**src/hw/cieec_pkg.sv**
```systemverilog
package cieec_pkg;

  // ==========================================================================
  // Bus geometry.
  // ==========================================================================
  localparam int          ADDR_W          = 4;
  localparam int          DATA_W          = 32;
  localparam int          REG_W           = 16;
  localparam int          EVT_W           = 6;
  localparam int          CNT_W           = 8;

  // ==========================================================================
  // Register byte offsets.
  // ==========================================================================
  localparam logic [3:0]  OFS_IRQ_ENABLES = 4'h0;
  localparam logic [3:0]  OFS_ERR_COUNTS  = 4'h4;

  // ==========================================================================
  // Enable register bit positions.
  // ==========================================================================
  localparam int          BIT_TX_BUF      = 0;
  localparam int          BIT_RX_BUF      = 1;
  localparam int          BIT_RX_OVF      = 2;
  localparam int          BIT_FIFO_AF     = 3;
  localparam int          BIT_UNIMPL      = 4;
  localparam int          BIT_ERROR       = 5;

  // Writable bits of the enable register: 5, 3, 2, 1 and 0.
  localparam logic [5:0]  EN_IMPL_MASK    = 6'h2F;
  localparam logic [5:0]  EN_RESET        = 6'h00;
  localparam logic [7:0]  CNT_RESET       = 8'h00;

  // ==========================================================================
  // Error counter register field positions.
  // ==========================================================================
  localparam int          TX_CNT_LSB      = 8;
  localparam int          RX_CNT_LSB      = 0;

  // ==========================================================================
  // AXI4-Lite response codes.
  // ==========================================================================
  localparam logic [1:0]  RESP_OKAY       = 2'h0;
  localparam logic [1:0]  RESP_SLVERR     = 2'h2;

endpackage : cieec_pkg

```
**src/hw/cieec_top.sv**
```systemverilog
// Operation
// - A set enable bit passes its event flag as a request; clear blocks it.
// - Enable bit 5 gates the error condition request.
// - Enable bit 4 is absent: reads zero, writes ignored.
// - Enable bit 2 gates the receive buffer overflow request.
// - Enable bit 1 gates the receive buffer accepted message request.
// - Counter register bits 15-8 show transmit error count, read-only, zero at reset.
// - Counter register bits 7-0 show receive error count, read-only, zero at reset.
//
// Implementation choices: register access over AXI4-Lite and the register addresses.
`timescale 1ns/1ns
module cieec_top (
  // Clock and reset.
  input  wire logic                           clk_i,
  input  wire logic                           sys_rst_i,
  // AXI4-Lite write address.
  input  wire logic [cieec_pkg::ADDR_W-1:0]   s_axi_awaddr_i,
  input  wire logic                           s_axi_awvalid_i,
  output logic                                s_axi_awready_o,
  // AXI4-Lite write data.
  input  wire logic [cieec_pkg::DATA_W-1:0]   s_axi_wdata_i,
  input  wire logic [cieec_pkg::DATA_W/8-1:0] s_axi_wstrb_i,
  input  wire logic                           s_axi_wvalid_i,
  output logic                                s_axi_wready_o,
  // AXI4-Lite write response.
  output logic [1:0]                          s_axi_bresp_o,
  output logic                                s_axi_bvalid_o,
  input  wire logic                           s_axi_bready_i,
  // AXI4-Lite read address.
  input  wire logic [cieec_pkg::ADDR_W-1:0]   s_axi_araddr_i,
  input  wire logic                           s_axi_arvalid_i,
  output logic                                s_axi_arready_o,
  // AXI4-Lite read data.
  output logic [cieec_pkg::DATA_W-1:0]        s_axi_rdata_o,
  output logic [1:0]                          s_axi_rresp_o,
  output logic                                s_axi_rvalid_o,
  input  wire logic                           s_axi_rready_i,
  // Protocol engine side.
  input  wire logic [cieec_pkg::EVT_W-1:0]    event_flag_i,
  input  wire logic [cieec_pkg::CNT_W-1:0]    tx_error_count_i,
  input  wire logic [cieec_pkg::CNT_W-1:0]    rx_error_count_i,
  // Gated interrupt requests, one per enable bit position.
  output logic [cieec_pkg::EVT_W-1:0]         irq_req_o
);

  import cieec_pkg::*;

  // ==========================================================================
  // State.
  // ==========================================================================
  logic [EVT_W-1:0]  irq_enables;
  logic [CNT_W-1:0]  tx_error_count;
  logic [CNT_W-1:0]  rx_error_count;
  logic              aw_held;
  logic [ADDR_W-1:0] aw_addr;
  logic              w_held;
  logic [DATA_W-1:0] w_data;
  logic              w_strb0;

  logic [EVT_W-1:0]  next_irq_enables;
  logic [CNT_W-1:0]  next_tx_error_count;
  logic [CNT_W-1:0]  next_rx_error_count;
  logic              next_aw_held;
  logic [ADDR_W-1:0] next_aw_addr;
  logic              next_w_held;
  logic [DATA_W-1:0] next_w_data;
  logic              next_w_strb0;
  logic              next_awready;
  logic              next_wready;
  logic              next_bvalid;
  logic [1:0]        next_bresp;
  logic              next_arready;
  logic              next_rvalid;
  logic [1:0]        next_rresp;
  logic [DATA_W-1:0] next_rdata;

  logic              aw_hs;
  logic              w_hs;
  logic              ar_hs;
  logic              commit;
  logic [ADDR_W-1:0] wr_addr;
  logic [DATA_W-1:0] wr_data;
  logic              wr_strb0;

  assign aw_hs = s_axi_awvalid_i & s_axi_awready_o;
  assign w_hs  = s_axi_wvalid_i & s_axi_wready_o;
  assign ar_hs = s_axi_arvalid_i & s_axi_arready_o;

  // ==========================================================================
  // Write channel: address and data are taken in either order.
  // ==========================================================================
  always_comb begin
    next_aw_held = aw_held;
    next_aw_addr = aw_addr;
    next_w_held  = w_held;
    next_w_data  = w_data;
    next_w_strb0 = w_strb0;
    if (aw_hs) begin
      next_aw_held = 1'b1;
      next_aw_addr = s_axi_awaddr_i;
    end
    if (w_hs) begin
      next_w_held  = 1'b1;
      next_w_data  = s_axi_wdata_i;
      next_w_strb0 = s_axi_wstrb_i[0];
    end
    wr_addr  = aw_hs ? s_axi_awaddr_i : aw_addr;
    wr_data  = w_hs ? s_axi_wdata_i : w_data;
    wr_strb0 = w_hs ? s_axi_wstrb_i[0] : w_strb0;
    commit   = next_aw_held & next_w_held;
    if (commit) begin
      next_aw_held = 1'b0;
      next_w_held  = 1'b0;
    end
    next_bvalid = s_axi_bvalid_o & ~s_axi_bready_i;
    next_bresp  = s_axi_bresp_o;
    if (commit) begin
      next_bvalid = 1'b1;
      next_bresp  = (wr_addr == OFS_IRQ_ENABLES || wr_addr == OFS_ERR_COUNTS) ? RESP_OKAY : RESP_SLVERR;
    end
    // Ready drops while a response is pending, so a second write waits for it.
    next_awready = ~next_aw_held & ~next_bvalid;
    next_wready  = ~next_w_held & ~next_bvalid;
  end

  // ==========================================================================
  // Enable register. Only byte lane 0 holds writable bits.
  // ==========================================================================
  always_comb begin
    next_irq_enables = irq_enables;
    if (commit && wr_addr == OFS_IRQ_ENABLES && wr_strb0) begin
      // Bit 4 is masked so writes leave it zero; data bits above 5 are not taken.
      next_irq_enables = wr_data[EVT_W-1:0] & EN_IMPL_MASK;
    end
  end

  // ==========================================================================
  // Error counts are sampled each cycle so that reads see a clean snapshot.
  // ==========================================================================
  always_comb begin
    next_tx_error_count = tx_error_count_i;
    next_rx_error_count = rx_error_count_i;
  end

  // ==========================================================================
  // Read channel.
  // ==========================================================================
  always_comb begin
    next_rvalid  = s_axi_rvalid_o & ~s_axi_rready_i;
    next_rresp   = s_axi_rresp_o;
    next_rdata   = s_axi_rdata_o;
    if (ar_hs) begin
      next_rvalid = 1'b1;
      next_rresp  = RESP_OKAY;
      next_rdata  = '0;
      unique case (s_axi_araddr_i)
        OFS_IRQ_ENABLES: begin
          next_rdata[EVT_W-1:0] = irq_enables;
        end
        OFS_ERR_COUNTS: begin
          next_rdata[TX_CNT_LSB +: CNT_W] = tx_error_count;
          next_rdata[RX_CNT_LSB +: CNT_W] = rx_error_count;
        end
        default: begin
          next_rresp = RESP_SLVERR;
        end
      endcase
    end
    next_arready = ~next_rvalid;
  end

  always_ff @(posedge clk_i) begin
    if (sys_rst_i) begin
      irq_enables     <= EN_RESET;
      tx_error_count  <= CNT_RESET;
      rx_error_count  <= CNT_RESET;
      aw_held         <= 1'b0;
      aw_addr         <= '0;
      w_held          <= 1'b0;
      w_data          <= '0;
      w_strb0         <= 1'b0;
      s_axi_awready_o <= 1'b0;
      s_axi_wready_o  <= 1'b0;
      s_axi_bvalid_o  <= 1'b0;
      s_axi_bresp_o   <= RESP_OKAY;
      s_axi_arready_o <= 1'b0;
      s_axi_rvalid_o  <= 1'b0;
      s_axi_rresp_o   <= RESP_OKAY;
      s_axi_rdata_o   <= '0;
    end else begin
      irq_enables     <= next_irq_enables;
      tx_error_count  <= next_tx_error_count;
      rx_error_count  <= next_rx_error_count;
      aw_held         <= next_aw_held;
      aw_addr         <= next_aw_addr;
      w_held          <= next_w_held;
      w_data          <= next_w_data;
      w_strb0         <= next_w_strb0;
      s_axi_awready_o <= next_awready;
      s_axi_wready_o  <= next_wready;
      s_axi_bvalid_o  <= next_bvalid;
      s_axi_bresp_o   <= next_bresp;
      s_axi_arready_o <= next_arready;
      s_axi_rvalid_o  <= next_rvalid;
      s_axi_rresp_o   <= next_rresp;
      s_axi_rdata_o   <= next_rdata;
    end
  end

  // ==========================================================================
  // Request gating.
  // ==========================================================================
  cieec_gate #(
    .WIDTH (EVT_W)
  ) u_gate (
    .clk_i     (clk_i),
    .sys_rst_i (sys_rst_i),
    .flag_i    (event_flag_i),
    .enable_i  (irq_enables),
    .req_o     (irq_req_o)
  );
endmodule : cieec_top

```
**src/hw/cieec_gate.sv**
```systemverilog
`timescale 1ns/1ns
module cieec_gate
  import cieec_pkg::*;
#(
  parameter int WIDTH = cieec_pkg::EVT_W
) (
  // Clock and reset.
  input  wire logic             clk_i,
  input  wire logic             sys_rst_i,
  // Event flags and enables.
  input  wire logic [WIDTH-1:0] flag_i,
  input  wire logic [WIDTH-1:0] enable_i,
  // Gated requests.
  output logic      [WIDTH-1:0] req_o
);

  logic [WIDTH-1:0] next_req;

  // A zero-width gate has nothing to serve, so elaboration stops here.
  if (WIDTH < 1) begin : g_bad_width
    $error("cieec_gate needs at least one event");
  end

  // ==========================================================================
  // One gate per event; a cleared enable blocks its request.
  // ==========================================================================
  genvar i;
  generate
    for (i = 0; i < WIDTH; i++) begin : g_gate
      always_comb begin
        next_req[i] = flag_i[i] & enable_i[i];
      end
    end
  endgenerate

  always_ff @(posedge clk_i) begin
    if (sys_rst_i) begin
      req_o <= '0;
    end else begin
      req_o <= next_req;
    end
  end

endmodule : cieec_gate

```
**config.mk**
```make
export PLATFORM = sky130hd
export DESIGN_NAME = cieec_top
export DESIGN_NICKNAME = d
export VERILOG_FILES = /design/src/hw/cieec_pkg.sv /design/src/hw/cieec_top.sv /design/src/hw/cieec_gate.sv
export SDC_FILE = /design/constraint.sdc
export NUM_CORES = 1
export LEC_CHECK = 0
export ABC_AREA = 1
export BUFFER_PORTS_ARGS = -buffer_cell sky130_fd_sc_hd__buf_2
export CAP_MARGIN = 20
export CORE_ASPECT_RATIO = 0.5
export CORE_MARGIN = 2
export CORE_UTILIZATION = 30
export DETAILED_ROUTE_END_ITERATION = 8
export HOLD_SLACK_MARGIN = 0.05
export PLACE_DENSITY = 0.56
export SYNTH_ARGS = -nofsm -noshare
export SYNTH_HDL_FRONTEND = slang
export SYNTH_SLANG_ARGS = --single-unit
```
**constraint.sdc**
```tcl
create_clock -name clk_i -period 1.1 [get_ports clk_i]
set_input_delay 0.11 -clock clk_i [delete_from_list [all_inputs] [get_ports clk_i]]
set_output_delay 0.11 -clock clk_i [all_outputs]
set_load 0.02 [all_outputs]
```
-- Word level (Yosys, flattened, before mapping)
Index checks and enable logic that the tools add are counted.
- eq/ne operators: 2
- muxes and demuxes: 13
- bitwise gates (word level): 19
- reductions and logical operators: 6
- operators with widths (operator ; count):
    1-bit AND ; 13
    6-bit case mux with 2 select lines ; 1
    10-bit 2-to-1 mux ; 1
    4-bit by 3-bit equality test with 1-bit output, second input constant ; 2
    4-bit zero test ; 2
    1-bit 2-to-1 mux ; 7
    6-bit 2-to-1 mux ; 1
    1-bit inverter ; 6
    2-bit 2-to-1 mux ; 2
    4-bit 2-to-1 mux ; 1
    1-bit logical AND ; 2
    2-bit OR reduction ; 1
    1-bit logical OR ; 1
- register bits: 65
- bits of input ports: 73
- output and inout bits: 47
- logic and storage cells: 58

-- Depth between registers and ports, before layout
- depth in word-level cells: 6
- mapped depth: 8
- mapped depth without buffers: 8

-- Cells and area by module
A second synthesis with hierarchy kept.
- cell total of the unflattened synthesis: 312
- area, all modules: 2396.0 um2
- modules (own cells, without submodules) (module ; times used ; cells each ; area each (um2) ; seq. area each (um2)):
    cieec_top ; 1 ; 294 ; 2230.9 ; 1121.1
    cieec_gate ; 1 ; 18 ; 165.2 ; 120.1

-- Worst setup path after synthesis
Ideal clock, no wire load.
- path kind: register to register
- start: reg s_axi_awready_o
- end: reg irq_enables[0]
- library setup time: 113 ps
- arrival: 1151 ps
- data required time: 987 ps
- path slack: -164 ps
- stages on the path, launching flop included: 8
- path buffers: 0
- clock period less this slack: 1264 ps
- cell sequence: dfxtp_1 > nand2_2 > nand2_4 > nand2_4 > nor2_2 > nand3_1 > nand2_1 > nor2_1
- cells in the longest elaborated chain, start to end: 5
- elaborated cells on any way between the ends: 7
- classes of those cells: mux: 2; bitwise: 2; reduce/logical: 3
- RTL lines (element ; line ; text):
    start: declaration ; cieec_top.sv:19 ; output logic s_axi_awready_o,
    start signal: assignment ; cieec_top.sv:199 ; s_axi_awready_o <= next_awready;
    1-bit AND (*) ; cieec_top.sv:85 ; assign aw_hs = s_axi_awvalid_i & s_axi_awready_o;
    4-bit 2-to-1 mux or 1-bit 2-to-1 mux (tied branches) ; -- ;
    4-bit zero test or 1-bit AND (tied branches) ; cieec_top.sv:131, cieec_top.sv:110 ;
    1-bit logical AND (*) (2 in series) ; cieec_top.sv:131 ; if (commit && wr_addr == OFS_IRQ_ENABLES && wr_strb0) begin
    end signal: assignment ; cieec_top.sv:191 ; irq_enables <= next_irq_enables;
    end: declaration ; cieec_top.sv:51 ; logic [EVT_W-1:0] irq_enables;
Every way passes the cells marked *; elsewhere a longest branch is shown, timed or not.
A chain may end at the register's enable or synchronous reset.

-- Final worst setup path
- start: reg s_axi_wready_o
- end: reg irq_enables[0]
- cells in the longest elaborated chain, start to end: 5
- elaborated cells on any way between the ends: 7
- classes of those cells: mux: 3; bitwise: 2; reduce/logical: 2
- RTL lines (element ; line ; text):
    start: declaration ; cieec_top.sv:24 ; output logic s_axi_wready_o,
    start signal: assignment ; cieec_top.sv:200 ; s_axi_wready_o <= next_wready;
    1-bit AND (*) ; cieec_top.sv:86 ; assign w_hs = s_axi_wvalid_i & s_axi_wready_o;
    1-bit 2-to-1 mux ; cieec_top.sv:102 ; if (w_hs) begin
    1-bit AND ; cieec_top.sv:110 ; commit = next_aw_held & next_w_held;
    1-bit logical AND (2 in series) ; cieec_top.sv:131 ;
Marks and branches as above.

==> summary.md <==
| Metric | Value |
|---|---|
| Status | `finished, violations left` |
| Failing checks | `setup timing` |
| Layout area overhead | `48.1%` |
| Reg clk slew, reported paths | `0.05 ns` |
| Global route overflow | `0` |
| Top Ports | `120` |
| CTS tree | `yes` |
| Final Net Count | `479` |
| DRC errors left | `0` |
| Highest Clock Rate | `0.869 GHz` |
| CP max FO | `8` |
| Final Max Tran Viols | `0` |
| FILL cells | `782` |
| Reg-to-Reg End | `irq_enables[0]$_SDFFE_PP0P_` |
| CTS H-Tree Depth | `3` |
| Final Cell Area | `3500 um2` |
| IO Port Bufs | `69` |
| Rows | `22` |
| Synth top area cells | `dfxtp_1, nor2_1, nand2_1` |
| HP Class | `input port to flop` |
| Layout Utilization | `a little under half` |
| Final Hold Vio Count | `0` |
| Clock latency on the worst-skew pair | `around 0.32 ns` |
| Final Cycle Share | `105%` |
| Slowest stage delay, CP | `0.36 ns` |
| Leakage Power | `1.70 nW` |
| Initial drt markers | `roughly 110` |
| Die boundary height | `66.7 um` |
| Synth top cells by count | `dfxtp_1, nor2_1, nand2_1` |
| Synthesized area per cell | `7.87 um2` |
| Most used DFF post-synth | `dfxtp_1` |
| Synth Register Bits | `61` |
| Crit path cell chain | `nand2_4 -> or2_2 -> o21ai_0 -> nand3_1 -> nand2_1 -> nor2_1` |
| Core area | `7490 um2` |
| Num CTS Buffers | `9` |
| Reg2reg setup slack | `-0.05 ns` |
| Final setup violation count | `6` |
| Post-place instance area | `2870 um2` |
| Req. time, crit path | `1.32 ns` |
| Critical Path Slowest Stage Cell | `dfxtp_4` |
| EDFF count, synth | `0` |
| Arr. time, crit path | `1.37 ns` |
| Kind of critical path | `flop to flop` |
| RSZ-0062 raised after global routing | `yes` |
| Cell count along the critical path | `6` |
| Drt pass-1 iters | `4` |
| Fin Hold WS | `0.0872 ns` |
| Share of cells above drive strength 1 | `33.6%` |
| Gpl congestion | `0.726` |
| Crit path time final | `1.15 ns` |
| Via density | `around 4` |
| CP top delay family | `simple AND/OR/NAND/NOR gates` |
| CP Buf/Inv Count | `0` |
| Largest net degree at the start of global routing | `33` |
| Register area share after synthesis | `51.7%` |
| Clock Tree Root | `clkbuf_16` |
| Count leader, synth | `dfxtp_1` |
| DP HPWL | `3.61 mm` |
| Clk sinks | `a little over 60` |
| Ys Warns | `0` |
| Fraction of registers with async set or reset after synthesis | `0%` |
| Crit. End Element | `flop` |
| Setup TNS | `-0.223 ns` |
| Setup crit end | `irq_enables[0]$_SDFFE_PP0P_` |
| Routed wire length per instance | `10.1 um` |
| Drt total wl | `around 5.2 mm` |
| Skew final | `0.00428 ns` |
| Routed via count | `roughly 2100` |
| Synth area leader | `dfxtp_1` |
| Worst r2r path cells | `6` |
| Number of routed nets with antenna violations | `0` |
| Power density cells | `roughly 1700 nW/um2` |
| Max-cap viol count | `0` |
| # diodes | `0` |
| Chip width | `~130 um` |
| First-pass GRT wire length | `8.14 mm` |
| Mapped cell area | `~2400 um2` |
| Worst VDD drop | `0.000701 V` |
| GR Util All Layers | `12.7%` |
| Post-Syn Instances | `300` |
| Reg2reg start | `s_axi_wready_o$_SDFF_PP0_` |
| Initial core utilization | `31.6%` |
| Setup ws final | `-0.0506 ns` |
| Critical Path Start | `s_axi_wready_o$_SDFF_PP0_` |
| Die Area | `8640 um2` |
| Post-synth top area share | `51.7%` |
| Unique masters post-synth | `22` |
| Initial antenna violation count | `0` |
| Number of global-route vias before repair | `around 1700` |
| CP startpoint kind | `flop` |
| CTS Buffer Depth | `2` |
## stage by stage
step	worst slack [ns]	total power, W	instances
floorplan	-0.0165	0.00282	318
global placement	-0.0774	0.00300	480
detailed placement	-0.109	0.00300	480
CTS	-0.0626	0.00594	518
global route	-0.169	0.00621	519
finish	-0.0506	0.00590	519
## logic make-up (layout without fill, tap and decap cells)
family	count (synthesis)	count (layout)	share of synthesized area, %
AO/OA/AOI/OAI	28	28	6.52
buffers and inverters	71	164	14.9
flip-flops	61	61	51.7
other	1	19	0.159
AND/OR/NAND/NOR	139	139	26.7
## registers in the layout, summed over array words and instances, names as in the netlist
register / cells
s_axi_arready_o: 1
s_axi_awready_o: 1
w_strb0: 1
s_axi_wready_o: 1
aw_held: 1
u_gate.req_o: 5
irq_enables: 5
s_axi_bvalid_o: 1
aw_addr: 4
s_axi_rvalid_o: 1
s_axi_rdata_o: 16
rx_error_count: 8
w_held: 1
w_data: 5
s_axi_rresp_o: 1
tx_error_count: 8
s_axi_bresp_o: 1
## power breakdown
group / leakage [nW] / total, W / internal [W] / switching [W]
Combinational: 1.05 / 0.000735 / 0.000313 / 0.000422
Clock: 0.151 / 0.00281 / 0.00188 / 0.000930
Sequential: 0.501 / 0.00236 / 0.00231 / 0.0000467
Total: 1.70 / 0.00590 / 0.00450 / 0.00140
## worst min path at each step
stage,depth (start not counted),end,start
finish,4,s_axi_bvalid_o$_SDFF_PP0_,s_axi_bready_i
CTS,4,s_axi_bvalid_o$_SDFF_PP0_,s_axi_bready_i
global placement,3,rx_error_count[0]$_SDFF_PP0_,rx_error_count_i[0]
detailed placement,3,rx_error_count[2]$_SDFF_PP0_,rx_error_count_i[2]
floorplan,2,rx_error_count[0]$_SDFF_PP0_,rx_error_count_i[0]
global route,5,s_axi_arready_o$_SDFF_PP0_,s_axi_rready_i
## layout make-up
type | count | area, um2 | share of cell area [%]
sequential | 61 | 1230 | 35.1
multi-input combinational | 186 | 973 | 27.8
timing repair buffer | 106 | 696 | 19.9
clock buffer | 12 | 258 | 7.37
inverter | 42 | 163 | 4.65
tap | 108 | 135 | 3.86
clock inverter | 4 | 45.0 | 1.29
## timing repair
| action | 4_1_cts | 5_1_grt |
|---|---|---|
| pin swaps | 3 | 2 |
| resized for setup | 4 | 27 |
| hold buffers | 21 | 0 |
| endpoints found under the setup margin | 6 | 9 |
| hold endpoints to repair | 21 | 0 |
| buffers inserted | 1 | 1 |
## per-layer routing
| layer | share of wire (%) | track usage, % | wire (um) |
|---|---|---|---|
| met1 | 48 | 15.1 | 2490 |
| met2 | 45 | 19.9 | 2340 |
| met3 | 5.8 | 5.14 | 302 |
| met4 | 1.7 | 6.85 | 91 |
| met5 | 0 | 0 | 0 |
## tightest hold or removal path, delay by kind of cell
family                 cells  cell delay (ns)
and+or+nand+nor            3             0.17
buffers and inverters      1             0.09
## cell usage in the layout, fill, tap and decap left out, types with 6 or more instances in the layout
cell,n
conb_1,19
clkbuf_16,10
nor2_1,49
nand2_4,9
inv_1,39
nand3_1,16
dlygate4sd3_1,21
buf_4,13
nand2_2,6
nand2_1,36
dfxtp_1,58
buf_2,69
a21oi_1,13
Power figures use the tool's default switching activity.
